[config.mk]
export PLATFORM = sky130hd
export DESIGN_NAME = safe_stop_feedback_monitor
export DESIGN_NICKNAME = d
export VERILOG_FILES = /design/src/include/safe_stop_pkg.sv /design/src/rtl/stop_input_filter.sv /design/src/rtl/safe_stop_feedback_monitor.sv
export VERILOG_INCLUDE_DIRS = /design/src /design/src/include
export SDC_FILE = /design/constraint.sdc
export NUM_CORES = 1
export LEC_CHECK = 0
export BUFFER_PORTS_ARGS = -buffer_cell sky130_fd_sc_hd__buf_2
export CORE_MARGIN = 3
export CORE_UTILIZATION = 33
export CTS_BUF_LIST = sky130_fd_sc_hd__clkbuf_2 sky130_fd_sc_hd__clkbuf_4 sky130_fd_sc_hd__clkbuf_8
export DETAILED_ROUTE_END_ITERATION = 8
export GPL_TIMING_DRIVEN = 0
export PLACE_DENSITY = 0.62
export SLEW_MARGIN = 30
export SYNTH_ARGS = -nofsm -noshare
export SYNTH_HDL_FRONTEND = slang
export SYNTH_SLANG_ARGS = --single-unit
[constraint.sdc]
create_clock -name clk -period 2 [get_ports clk]
set_input_delay 0.1 -clock clk [delete_from_list [all_inputs] [get_ports clk]]
set_output_delay 0.1 -clock clk [all_outputs]
set_load 0.05 [all_outputs]
[src/include/safe_stop_params.svh]
`ifndef SAFE_STOP_PARAMS_SVH
`define SAFE_STOP_PARAMS_SVH
// clock rate in kHz (250 MHz)
`define CLK_KHZ 250000
// glitch filter: off pulses of 0.5 ms or less are ignored, time in microseconds
`define GLITCH_TIME_US 500
`define GLITCH_CYCLES ((`GLITCH_TIME_US * `CLK_KHZ) / 1000 + 1)
// single channel timeout, 10 s in milliseconds
`define SKEW_TIME_MS 10000
`define SKEW_CYCLES (`SKEW_TIME_MS * `CLK_KHZ)
// feedback update bound, 20 ms in milliseconds
`define FEEDBACK_TIME_MS 20
`define FEEDBACK_CYCLES (`FEEDBACK_TIME_MS * `CLK_KHZ)
// operator display codes
`define DISP_RUN 2'h0
`define DISP_HARD_STOP 2'h1
`define DISP_ALARM 2'h2
// monitor value bit positions
`define MON_BIT_A 0
`define MON_BIT_B 1
`endif

[src/include/safe_stop_pkg.sv]
package safe_stop_pkg;
   typedef struct packed {
      logic fault;
      logic [2:0] code;
   } fault_s;
   typedef enum logic [1:0] {
      disp_run,
      disp_hard_stop,
      disp_alarm
   } disp_e;
endpackage : safe_stop_pkg

[src/rtl/stop_input_filter.sv]
`include "safe_stop_params.svh"
module stop_input_filter
   import safe_stop_pkg::*;
#(
   parameter int unsigned GLITCH_CYCLES = `GLITCH_CYCLES
) (
   // clock and reset
   input wire logic clk,
   input wire logic rstn,
   // raw stop request line, high means on
   input wire logic raw_in,
   // filtered state, high means on
   output logic filt_out
);
   localparam int CW = $clog2(GLITCH_CYCLES + 1);
   logic s1_reg, s1_next;
   logic s2_reg, s2_next;
   logic filt_reg, filt_next;
   logic [CW-1:0] cnt_reg, cnt_next;

   always_comb begin
      s1_next = raw_in;
      s2_next = s1_reg;
      filt_next = filt_reg;
      cnt_next = '0;
      // [RULE10] reject short offs
      if (s2_reg == filt_reg) begin
         cnt_next = '0;
      end else if (s2_reg) begin
         // going back on is taken at once
         filt_next = 1'b1;
      end else if (cnt_reg >= CW'(GLITCH_CYCLES - 1)) begin
         filt_next = 1'b0;
      end else begin
         cnt_next = cnt_reg + CW'(1);
      end
   end

   // [RULE12] synchronise and reset
   always_ff @(posedge clk) begin
      if (!rstn) begin
         s1_reg <= 1'b0;
         s2_reg <= 1'b0;
         filt_reg <= 1'b0;
         cnt_reg <= '0;
      end else begin
         s1_reg <= s1_next;
         s2_reg <= s2_next;
         filt_reg <= filt_next;
         cnt_reg <= cnt_next;
      end
   end

   assign filt_out = filt_reg;
endmodule : stop_input_filter

[src/rtl/safe_stop_feedback_monitor.sv]
`include "safe_stop_params.svh"
// Function
// [RULE1] While baseblocked, fault output and all fault code bits stay inactive.
// [RULE2] Feedback is on only when both stop request inputs are off.
// [RULE3] Feedback follows any input change within 20 ms.
// [RULE4] Both inputs off: show hard-stop code and keep motor disabled.
// [RULE5] Monitor bit 0 and bit 1 report input a and b on/off.
// [RULE6] Safety unit resets, restoring inputs, only after seeing feedback on.
// [RULE7] Feedback off with a stuck input; safety unit refuses reset.
// [RULE8] Outside equipment checks feedback failure status, e.g. at power-up.
// [RULE9] Either input off enters the hardwired baseblock state.
// [RULE10] Off pulses of 0.5 ms or less are ignored.
// [RULE11] One input off, other not following in 10 s: timing alarm.
// [RULE12] Inputs synchronised before use; all outputs cleared on reset.
module safe_stop_feedback_monitor
   import safe_stop_pkg::*;
#(
   parameter int unsigned GLITCH_CYCLES = `GLITCH_CYCLES,
   parameter longint unsigned SKEW_CYCLES = `SKEW_CYCLES
) (
   // clock and reset
   input wire logic clk,
   input wire logic rstn,
   // redundant stop requests, high means on (current flowing)
   input wire logic safe_stop_req_a,
   input wire logic safe_stop_req_b,
   // fault indication from the drive core
   input wire fault_s drive_fault,
   // feedback and state
   output logic stop_monitor_feedback,
   output logic hardwired_baseblock,
   output logic motor_enable,
   // fault outputs toward the controller
   output fault_s fault_out,
   output logic input_timing_alarm,
   // operator monitoring
   output logic [1:0] safety_input_monitor,
   output disp_e display_code
);
   localparam int SW = $clog2(SKEW_CYCLES + 1);
   // two redundant channels; a third would need a wider monitor field
   localparam int CHANNELS = 2;

   // pair decodes shared by several groups
   // both channels filtered on: normal operation
   function automatic logic both_on(input logic a, input logic b);
      return a && b;
   endfunction : both_on

   // both channels filtered off: a complete two-channel stop
   function automatic logic both_off(input logic a, input logic b);
      return !a && !b;
   endfunction : both_off

   // channel 0 is request a, channel 1 is request b
   logic [CHANNELS-1:0] raw_req;
   logic [CHANNELS-1:0] on_ch;
   logic on_a;
   logic on_b;

   // feedback, baseblock and enable group
   logic fb_reg, fb_next;
   logic bb_reg, bb_next;
   logic en_reg, en_next;

   // monitor group
   logic [1:0] mon_reg, mon_next;

   // single-channel timing group
   logic [SW-1:0] skew_reg, skew_next;
   logic alm_reg, alm_next;

   // fault muting group
   fault_s flt_reg, flt_next;

   // operator display group
   disp_e disp_reg, disp_next;

   assign raw_req = {safe_stop_req_b, safe_stop_req_a};

   // [RULE10] one glitch filter per channel
   // [RULE12] synchroniser inside each filter
   // one filter per channel keeps the two paths independent
   for (genvar ch = 0; ch < CHANNELS; ch++) begin : g_chan
      stop_input_filter #(
         .GLITCH_CYCLES(GLITCH_CYCLES)
      ) u_filt (
         .clk(clk),
         .rstn(rstn),
         .raw_in(raw_req[ch]),
         .filt_out(on_ch[ch])
      );
   end

   // an off edge lags by the filter time, an on edge does not,
   // so a restart is never slowed by the glitch rejection
   assign on_a = on_ch[0];
   assign on_b = on_ch[1];

   // feedback, baseblock and enable
   // after reset the filters read off, so feedback shows a proven stop
   // for a few cycles until the lines propagate
   always_comb begin
      // [RULE9] either off baseblocks
      bb_next = !both_on(on_a, on_b);
      // [RULE2] both off drives feedback
      // [RULE3] the 0.5 ms off filter plus a few cycles, well under 20 ms
      fb_next = both_off(on_a, on_b);
      // [RULE4] motor held off
      en_next = both_on(on_a, on_b);
   end

   // [RULE12] clear on reset
   always_ff @(posedge clk) begin
      if (!rstn) begin
         fb_reg <= 1'b0;
         bb_reg <= 1'b0;
         en_reg <= 1'b0;
      end else begin
         fb_reg <= fb_next;
         bb_reg <= bb_next;
         en_reg <= en_next;
      end
   end

   // monitor
   always_comb begin
      // [RULE5] input states to monitor
      // bits follow the filtered lines, not the raw pins
      mon_next = '0;
      mon_next[`MON_BIT_A] = on_a;
      mon_next[`MON_BIT_B] = on_b;
   end

   // [RULE12] clear on reset
   always_ff @(posedge clk) begin
      if (!rstn) begin
         mon_reg <= '0;
      end else begin
         mon_reg <= mon_next;
      end
   end

   // single-channel timing
   // [RULE11] count single-channel time
   always_comb begin
      skew_next = '0;
      alm_next = alm_reg;
      if (on_a == on_b) begin
         // pair agrees again: restart the count
         skew_next = '0;
      end else if (skew_reg >= SW'(SKEW_CYCLES - 1)) begin
         // hold the count: a 10 s counter must not wrap
         alm_next = 1'b1;
         skew_next = skew_reg;
      end else begin
         skew_next = skew_reg + SW'(1);
      end
   end

   // alarm latches until reset: a broken wire must not self-clear
   // [RULE12] clear on reset
   always_ff @(posedge clk) begin
      if (!rstn) begin
         skew_reg <= '0;
         alm_reg <= 1'b0;
      end else begin
         skew_reg <= skew_next;
         alm_reg <= alm_next;
      end
   end

   // fault muting
   // [RULE1] mute faults in baseblock
   // same decode as the baseblock flag, so both registers change on one edge
   always_comb begin
      if (both_on(on_a, on_b)) begin
         flt_next = drive_fault;
      end else begin
         // a core fault during baseblock is dropped, not held
         flt_next = '0;
      end
   end

   // [RULE12] clear on reset
   always_ff @(posedge clk) begin
      if (!rstn) begin
         flt_reg <= '0;
      end else begin
         flt_reg <= flt_next;
      end
   end

   // operator display
   // [RULE4] hard-stop display
   // hard stop outranks the alarm: the operator sees the stop first
   // codes live in the package enum
   always_comb begin
      if (both_off(on_a, on_b)) begin
         disp_next = disp_hard_stop;
      end else if (alm_next) begin
         disp_next = disp_alarm;
      end else begin
         disp_next = disp_run;
      end
   end

   // [RULE12] clear on reset
   always_ff @(posedge clk) begin
      if (!rstn) begin
         disp_reg <= disp_run;
      end else begin
         disp_reg <= disp_next;
      end
   end

   // every output is a register, never a gate
   assign stop_monitor_feedback = fb_reg;
   assign hardwired_baseblock = bb_reg;
   assign motor_enable = en_reg;
   assign fault_out = flt_reg;
   assign input_timing_alarm = alm_reg;
   assign safety_input_monitor = mon_reg;
   assign display_code = disp_reg;
endmodule : safe_stop_feedback_monitor

==> run metrics, run 1 <==
die area roughly 13000 um2; met2 usage a little under a quarter; status complete, but fails checks; Max-cap violations 0; Most used DFF post-synth dfxtp_1; Setup CP Type reg2reg; DRC violation count after routing 0; sequential area share after synthesis 44.4%; DR iter-0 viols 86; Layout Nets 500; number of synthesized flops with an enable pin 0; failing checks setup timing; maximum vdd ir drop 0.000398 V; endpoint class of the critical path flop; die width approximately 110 um; Async SR Flop Fraction 0%; Fillers 1083; reg2reg path depth 7; grt ovf 0; num rows 38; Max clock buf depth 2; Final TNS setup -2.18 ns; reg2reg setup slack -0.19 ns; pwr dens 630 nW/um2; Pins Over Slew Limit 0; Mapped Cells around 430; CTS clk-pin slew, worst paths approximately 0.080 ns; Final min period 2.19 ns; HP Start rstn; worst-margin pin slew about 0.7 ns; Vias/cell between 5 and 6; hold endpoint input_timing_alarm$_SDFF_PN0_; clk_skew 0.0126 ns; initial antenna violation count 0; wire length per cell ~14 um; max reg flops 34; GR Util met1 between 10% and 20%; post-route ant nets 0; reg2reg start skew_reg[19]$_SDFFE_PP0N_; sequential cell area approximately 1700 um2; total number of vias roughly 3.3k; top post-synthesis cells by area dfxtp_1 (44%), nor2_1 (4.5%), o31ai_1 (4.4%), or4_1 (3.8%), xor2_1 (3.7%); gr busiest metal met2; CP startpoint kind flop; CTS buffer count 9; vias in the first global route between 3k and 4k; headroom to the max-slew limit a little over half; share of cells above drive strength 1 roughly 24%; Initial Util 34.2%; routability cong. around 0.80; clock tree root driver cell clkbuf_8; syn avg cell area about 8.7 um2; Hold Path Depth 3; Worst Path Arrival between 2 and 2.5 ns; fin util 43.8%; global-route wire length before repair 14400 um; H-tree depth 3; DP HPWL ~5500 um; Final Hold Fails 0; CP required 2.27 ns; # IOs 20; post-synthesis register bit count between 80 and 90; CP max FO 7; top-area cell type share of the netlist area between 40% and 50%; Yosys cell types 48; net count after synthesis 443; CTS tree built; unrepaired setup endpoints after global routing true; slack of the critical path -0.191 ns; Multi-input gate area roughly 2100 um2; Synth area leader dfxtp_1; Die H roughly 110 um; drt pass-1 iters 4; Final period util 110%; Critical Path Max Stage Delay ~0.56 ns; CP Cell Sequence or4_4, nor4_4, buf_6, o2111ai_4, buf_6, or4_4, a21oi_2; YS warnings 0; Post-Route WL around 8600 um; core area about 11000 um2; final setup fails 24; Post-Syn Area between 3000 and 4000 um2; Max Clk Rate around 460 MHz; Worst Hold Class in2reg; Clk Latency, worst-skew pair between 0.3 and 0.4 ns; RR Endpoint skew_reg[30]$_SDFFE_PP0N_; IO buf count 18; Ant. Diodes 0; critical path's slowest cell or4_4; GRT Overall Usage around 14%; CTS sink cnt 83; leakage between 1.5 and 2 nW; largest net degree at the start of global routing 14; met3 Use GR between 3 and 4%; Layout area overhead 28.0%
[synth_stat cells, types with 2 or more instances]
master / count
and3_1: 10
inv_1: 16
a21oi_1: 26
nand2_1: 30
o21a_1: 4
o31ai_1: 22
o211ai_1: 2
a41o_1: 2
nor2_1: 45
nor3_1: 11
nor4_1: 6
mux2i_1: 2
o2111ai_1: 2
or3_1: 7
nand2b_1: 2
o21ai_1: 7
and2_1: 12
xor2_1: 16
a31oi_1: 3
nand3_1: 24
buf_2: 2
or4_1: 19
a21o_1: 2
xnor2_1: 12
ha_1: 7
nand4_1: 13
dfxtp_1: 83
nor2b_1: 2
and4_1: 5
clkbuf_1: 16
[what timing repair did]
item,4_1_cts,5_1_grt
hold buffers,6,0
setup buffers,9,14
pin swaps,26,22
setup endpoints to repair,40,52
hold endpoints to repair,6,0
gates cloned,4,0
resized for setup,39,51
[worst max path at each step]
stage / depth (start not counted) / to / slack (ns) / start
finish: 7 / skew_reg[30]$_SDFFE_PP0N_ / -0.19 / skew_reg[19]$_SDFFE_PP0N_
floorplan: 6 / skew_reg[30]$_SDFFE_PP0N_ / -0.03 / skew_reg[19]$_SDFFE_PP0N_
global placement: 7 / display_code[1]$_SDFF_PP0_ / -0.43 / skew_reg[18]$_SDFFE_PP0N_
detailed placement: 7 / display_code[1]$_SDFF_PP0_ / -0.41 / skew_reg[18]$_SDFFE_PP0N_
CTS: 7 / skew_reg[30]$_SDFFE_PP0N_ / -0.17 / skew_reg[19]$_SDFFE_PP0N_
global route: 8 / skew_reg[30]$_SDFFE_PP0N_ / -0.26 / skew_reg[19]$_SDFFE_PP0N_
[cell families after synthesis]
family	share of synthesized area, %
XOR/XNOR	6.56
multiplexers	0.535
AND/OR/NAND/NOR	27.7
adder cells (fa/ha/maj)	2.34
flip-flops	44.4
buffers and inverters	4.08
AO/OA/AOI/OAI	14.3
[worst max-delay path, delay by kind of cell, from the launching register on]
kind,cells,cell delay [ns]
flip-flops,1,0.32
AO/OA/AOI/OAI,2,0.25
AND/OR/NAND/NOR,3,1.19
buffers and inverters,2,0.33
[metal layers]
| metal | part of all wire (%) | up-vias |
|---|---|---|
| met5 | 0 | - |
| met4 | 0.95 | 0 |
| met3 | 3.9 | 6 |
| met2 | 51 | 54 |
| met1 | 44 | 1575 |
| li1 | - | 1668 |
[power by group]
group	switching, mW	internal (mW)
sequential	0.00761	1.66
combinational	0.0733	0.0406
clock	0.591	0.639
[layout by cell type, fill, tap and decap left out, types with 9 or more instances in the layout]
cell type	instances
buf_6	9
xnor2_1	12
nor2_1	45
and3_1	9
a21oi_1	19
nand3_1	24
and2_1	12
or4_1	15
buf_2	18
dfxtp_1	75
o31ai_1	16
clkbuf_8	11
nand2_1	30
buf_4	21
nand4_1	13
inv_1	16
xor2_1	16
[area by class of cell]
cell class	instances	area share, %
Clock inverter	4	1.02
Sequential cell	83	35.0
Multi-Input combinational cell	308	44.8
Timing Repair Buffer	50	7.84
Buffer	17	3.32
Clock buffer	11	3.16
Tap cell	140	3.66
Inverter	16	1.25
[stage by stage]
stage	worst slack [ns]	power, mW	hold slack, ns	instance area (um2)	cells
floorplan	-0.0315	1.78	0.227	3750	428
global placement	-0.426	1.81	0.311	4010	586
detailed placement	-0.407	1.81	0.315	4010	586
CTS	-0.172	3.04	0.226	4510	617
global route	-0.259	3.14	0.262	4790	629
finish	-0.191	3.02	0.203	4790	629
No activity file was read; power rests on OpenSTA's default activity.
==> run 2, diff against run 1 <==
Settings changed: SKIP_LAST_GASP set to 1.
==> run 2 against run 1 <==
  * Clock-buffer cell count did not move
  * First-iteration DRC count rose by 15%
  * Clock power barely moved
  * Clock skew fell by 0.0013 ns
  * Largest cell class unchanged
  * Global-route usage barely moved
  * The flow still finishes with violations (setup timing)
  * Combinational power barely moved
  * Worst setup slack improved by 0.0045 ns
==> run metrics, run 2 (synthesis results as in run 1) <==
unrepaired setup endpoints after global routing true; num rows 38 (unchanged); leakage 1.63 nW (-0.67%); CP required 2.27 ns (about the same); DP HPWL 5550 um (unchanged); Pins Over Slew Limit 0 (unchanged); die area 12600 um2 (unchanged); vias in the first global route 3091 (-0.32%); Clk Latency, worst-skew pair 0.35 ns (about the same); Final period util 109% (-0.22 points); Layout Nets 500 (unchanged); die width 112 um (unchanged); smallest hold slack 0.202 ns (-0.000967 ns); largest net degree at the start of global routing 14 (unchanged); Fillers 1087 (+0.37%); most common cell after layout, fill and taps aside dfxtp_1; Layout area overhead 27.4%; CTS clk-pin slew, worst paths 0.08 ns (about the same); status complete, but fails checks; Die H 112 um (unchanged); endpoint class of the critical path flop; # IOs 20 (unchanged); core area 10900 um2 (unchanged); H-tree depth 3 (unchanged); maximum vdd ir drop 0.000398 V (+0.16%); clock tree root driver cell clkbuf_8; Post-Route WL 8590 um (-0.38%); initial antenna violation count 0 (unchanged); total number of vias 3296 (-0.21%); Vias/cell 5.24 (-0.21%); Final min period 2.19 ns (-0.00446 ns); max reg flops 34 (unchanged); Critical Path Max Stage Delay 0.56 ns (about the same); drt pass-1 iters 4 (unchanged); wire length per cell 13.7 um (-0.38%); CTS tree built; grt ovf 0 (unchanged); CP startpoint kind flop; Worst Path Arrival 2.46 ns (about the same); worst-margin pin slew 0.731 ns (+0.0483 ns); DR iter-0 viols 99 (+15%); Initial Util 34.2% (unchanged); dpl cells 586 (unchanged); critical path's slowest cell or4_4; Max clock buf depth 2 (unchanged); Max-cap violations 0 (unchanged); Buf/Inv on CP 2 (unchanged); Worst Hold Class in2reg; final setup fails 25 (+4.2%); global-route wire length before repair 14400 um (about the same); headroom to the max-slew limit 50.9% (-3.2 points); pwr dens 633 nW/um2 (+0.43%); most frequent cells in the layout dfxtp_1 (76), nor2_1 (45), nand2_1 (30); DRC violation count after routing 0 (unchanged); Setup CP Type reg2reg; CP Cell Sequence or4_4, nor4_4, buf_6, o2111ai_4, buf_6, or4_4, a21oi_2; slack of the critical path -0.186 ns (+0.00446 ns); CP max FO 7 (unchanged); non-filler cells, final 629 (unchanged); IO buf count 18 (unchanged); CTS sink cnt 83 (unchanged); share of cells above drive strength 1 23.3% (-1.0 points); Max Clk Rate 457 MHz (+0.20%); critical path's top delay family simple AND/OR/NAND/NOR gates; Ant. Diodes 0 (unchanged); CTS buffer count 9 (unchanged); routability cong. 0.796 (unchanged); failing checks setup timing; clk_skew 0.0114 ns (-0.00125 ns); Final Hold Fails 0 (unchanged); GRT Overall Usage 13.7% (about the same); post-route ant nets 0 (unchanged)
## run 2: worst paths after layout
kind | start | to | slack (ns) | cells past startpoint
max | skew_reg[19]$_SDFFE_PP0N_ | skew_reg[30]$_SDFFE_PP0N_ | -0.19 | 7
min reg2reg | g_chan[0].u_filt.s1_reg$_SDFF_PN0_ | g_chan[0].u_filt.s2_reg$_SDFF_PN0_ | 0.44 | 1
max reg2reg | skew_reg[19]$_SDFFE_PP0N_ | skew_reg[30]$_SDFFE_PP0N_ | -0.19 | 7
min | rstn | input_timing_alarm$_SDFF_PN0_ | 0.20 | 3
## run 2: layer usage
metal  track usage (%)  vias to the layer above  share of wire (%)
met2              23.9                       47                 51
met1              16.3                     1571                 44
met5                 0                        -                  0
met4              4.41                        0                1.2
li1                  -                     1670                  -
met3              3.72                        8                3.7
## run 2: metrics by stage
| stage | cell area (um2) | setup slack, ns | util, % | total power, mW | TNS (ns) |
|---|---|---|---|---|---|
| 2_1_floorplan | 3750 | -0.0315 | - | 1.78 | -0.0996 |
| 3_3_place_gp | 4010 | -0.426 | 36.7 | 1.81 | -7.02 |
| 3_5_place_dp | 4010 | -0.407 | 36.7 | 1.81 | -8.20 |
| 4_1_cts | 4510 | -0.172 | 41.2 | 3.04 | -1.90 |
| 5_1_grt | 4760 | -0.257 | 43.5 | 3.14 | -4.10 |
| 6_report | 4760 | -0.186 | 43.5 | 3.01 | -2.20 |
## run 2: where the power goes
group	total (mW)	switching, mW	internal [mW]
registers	1.67	0.00766	1.66
logic	0.113	0.0729	0.0406
clock network	1.23	0.589	0.639
## run 2: worst reg2reg max path, delay by kind of cell (launching register included)
| family | cells | cell delay, ns |
|---|---|---|
| simple gates | 3 | 1.20 |
| buf+inv | 2 | 0.34 |
| flops | 1 | 0.32 |
| compound gates | 2 | 0.25 |
## run 2: repair_timing
| item | CTS | global route |
|---|---|---|
| buffers inserted | 9 | 14 |
| gates cloned | 4 | 0 |
| hold endpoints to repair | 6 | 0 |
| gates resized for setup | 38 | 43 |
| pin swaps | 24 | 22 |
| hold buffers | 6 | 0 |
| endpoints found under the setup margin | 40 | 52 |
## run 2: area by class of cell
type	instances	area, um2	share of cell area [%]
timing repair buffer	50	372	7.80
inverter	16	60.1	1.26
tap	140	175	3.68
sequential	83	1670	35.1
clock buffer	11	151	3.18
buffer	17	154	3.23
clock inverter	4	48.8	1.02
multi-input combinational	308	2130	44.7
==> run 3, diff against run 2 <==
Clock period 2 ns to 1.87 ns, I/O delays scaled along.
==> run 3 against run 2 <==
  * The flow still finishes with violations (setup timing)
  * Register-to-register slack worse by 0.12 ns
  * Clock power is 11% higher
  * Power up 8.4%
  * Clock skew down 0.0017 ns
  * Sequential share of layout area shrank 0.12 points
  * Worst setup slack lost 0.12 ns
==> run metrics, run 3 (synthesis results as in run 1) <==
CP required 2.16 ns (-0.11 ns); Max clock buf depth 2 (unchanged); HP Start rstn; core area 10900 um2 (unchanged); most common cell after layout, fill and taps aside dfxtp_1; CTS buffer count 9 (unchanged); vias in the first global route 3132 (+1.3%); endpoint class of the critical path flop; RR Endpoint skew_reg[19]$_SDFFE_PP0N_; num rows 38 (unchanged); leakage 1.62 nW (-0.77%); DP HPWL 5660 um (+2.0%); slack of the critical path -0.303 ns (-0.117 ns); routability cong. 0.764 (-4.1%); share of cells above drive strength 1 23.1% (-0.17 points); status complete, but fails checks; Seq pwr share 54.7% (-0.8 points); reg2reg start skew_reg[19]$_SDFFE_PP0N_; pwr dens 683 nW/um2 (+7.9%); clock tree root driver cell clkbuf_8; most frequent cells in the layout dfxtp_1 (74), nor2_1 (45), nand2_1 (30); H-tree depth 3 (unchanged); Comb pwr share 3.8% (about the same); initial antenna violation count 0 (unchanged); Worst Hold Class in2reg; drt pass-1 iters 4 (unchanged); Die H 112 um (unchanged); switching share of power 22.9% (+0.70 points); switching pwr 749 uW (+12%); Hold Path Depth 3 (unchanged); GRT Overall Usage 13.8% (+0.090 points); Layout Nets 494 (-1.2%); crit-path most repeated cell or4_4; max reg flops 34 (unchanged); wire length per cell 13.8 um (+1.2%); failing checks setup timing; reg2reg path depth 7 (unchanged); Final period util 116% (+6.9 points); fin util 43.8% (+0.22 points); Worst Path Arrival 2.46 ns (about the same); Clk Latency, worst-skew pair 0.36 ns (about the same); Post-Route WL 8630 um (+0.41%); hold endpoint input_timing_alarm$_SDFF_PN0_; final setup fails 31 (+24%); # IOs 20 (unchanged); Max-cap violations 0 (unchanged); IO buf count 18 (unchanged); Vias/cell 5.30 (+1.1%); Final TNS setup -6.00 ns (-3.80 ns); Layout area overhead 28.0%; headroom to the max-slew limit 61.7% (+11 points); grt ovf 0 (unchanged); CP max FO 5 (-2); CTS sink cnt 83 (unchanged); unrepaired setup endpoints after global routing true; reg2reg setup slack -0.30 ns (-0.12 ns); critical path's slowest cell or4_4; total number of vias 3306 (+0.30%); Critical Path Max Stage Delay 0.57 ns (about the same); Final Hold Fails 0 (unchanged); Clock power frac 41.5% (+0.7 points); global-route wire length before repair 14300 um (-0.24%); Initial Util 34.2% (unchanged); clk_skew 0.00967 ns (-0.00172 ns); CP Cell Sequence or4_4, nor4_4, buf_4, o21ai_4, buf_6, or4_4, a21oi_2; CTS clk-pin slew, worst paths 0.09 ns (about the same); die width 112 um (unchanged); post-route ant nets 0 (unchanged); largest net degree at the start of global routing 15 (+1); Final min period 2.17 ns (-0.0134 ns); Setup CP Type reg2reg; Max Clk Rate 460 MHz (+0.62%); worst-margin pin slew 0.574 ns (-0.157 ns); maximum vdd ir drop 0.000326 V (-18%); CTS tree built; die area 12600 um2 (unchanged); CP startpoint kind flop; DRC violation count after routing 0 (unchanged); Ant. Diodes 0 (unchanged); Pins Over Slew Limit 0 (unchanged); DR iter-0 viols 116 (+17%); cell internal pwr 2.52 mW (+7.4%)
[run 3: layout make-up]
cell class | instances | area (um2)
fill | 1058 | 6150
clock buffer | 11 | 151
multi-input combinational | 308 | 2180
clock inverter | 5 | 60.1
tap | 140 | 175
buffer | 17 | 145
inverter | 16 | 60.1
timing repair buffer | 44 | 337
sequential | 83 | 1680
[run 3: power groups by stage]
stage          Clock (mW)  Sequential, mW  Combinational, mW
2_1_floorplan           0            1.85             0.0554
3_3_place_gp            0            1.83              0.106
3_5_place_dp            0            1.83              0.106
4_1_cts              1.40            1.79              0.118
5_1_grt              1.48            1.79              0.136
6_report             1.36            1.79              0.123
[run 3: metrics by stage]
step           std cells  cell area [um2]  power, mW  hold slack [ns]  worst slack (ns)
2_1_floorplan        428             3770       1.90            0.221            -0.135
3_3_place_gp         586             4040       1.94            0.308            -0.383
3_5_place_dp         586             4040       1.94            0.312            -0.421
4_1_cts              620             4540       3.31            0.164            -0.286
5_1_grt              624             4790       3.40            0.208            -0.359
6_report             624             4790       3.27            0.184            -0.303
[run 3: worst max path at each step]
| stage | startpoint | to | slack [ns] | cells past startpoint |
|---|---|---|---|---|
| after floorplan | skew_reg[19]$_SDFFE_PP0N_ | skew_reg[19]$_SDFFE_PP0N_ | -0.14 | 6 |
| after global placement | skew_reg[20]$_SDFFE_PP0N_ | skew_reg[19]$_SDFFE_PP0N_ | -0.38 | 7 |
| after detailed placement | skew_reg[20]$_SDFFE_PP0N_ | skew_reg[6]$_SDFFE_PP0N_ | -0.42 | 7 |
| after CTS | skew_reg[19]$_SDFFE_PP0N_ | skew_reg[19]$_SDFFE_PP0N_ | -0.29 | 7 |
| after global routing | skew_reg[19]$_SDFFE_PP0N_ | skew_reg[19]$_SDFFE_PP0N_ | -0.36 | 7 |
| final | skew_reg[19]$_SDFFE_PP0N_ | skew_reg[19]$_SDFFE_PP0N_ | -0.30 | 7 |
[run 3: worst max-delay path, delay by kind of cell (launching register included)]
| kind | cells | cell delay (ns) |
|---|---|---|
| AND/OR/NAND/NOR | 3 | 1.25 |
| flip-flops | 1 | 0.33 |
| buffers and inverters | 2 | 0.33 |
| AO/OA/AOI/OAI | 2 | 0.20 |
[run 3: repair_timing]
item / CTS / global route
buffers inserted: 11 / 6
setup endpoints to repair: 43 / 61
gates cloned: 3 / 0
gates resized for setup: 31 / 45
hold endpoints to repair: 6 / 0
hold buffers: 6 / 0
pin swaps: 7 / 13
[run 3: routing by layer]
| layer | track usage [%] | vias up | share of wire [%] |
|---|---|---|---|
| met4 | 6.73 | 0 | 1.7 |
| li1 | - | 1655 | - |
| met1 | 16.1 | 1580 | 45 |
| met5 | 0 | - | 0 |
| met2 | 23.8 | 56 | 50 |
| met3 | 3.02 | 15 | 3.3 |
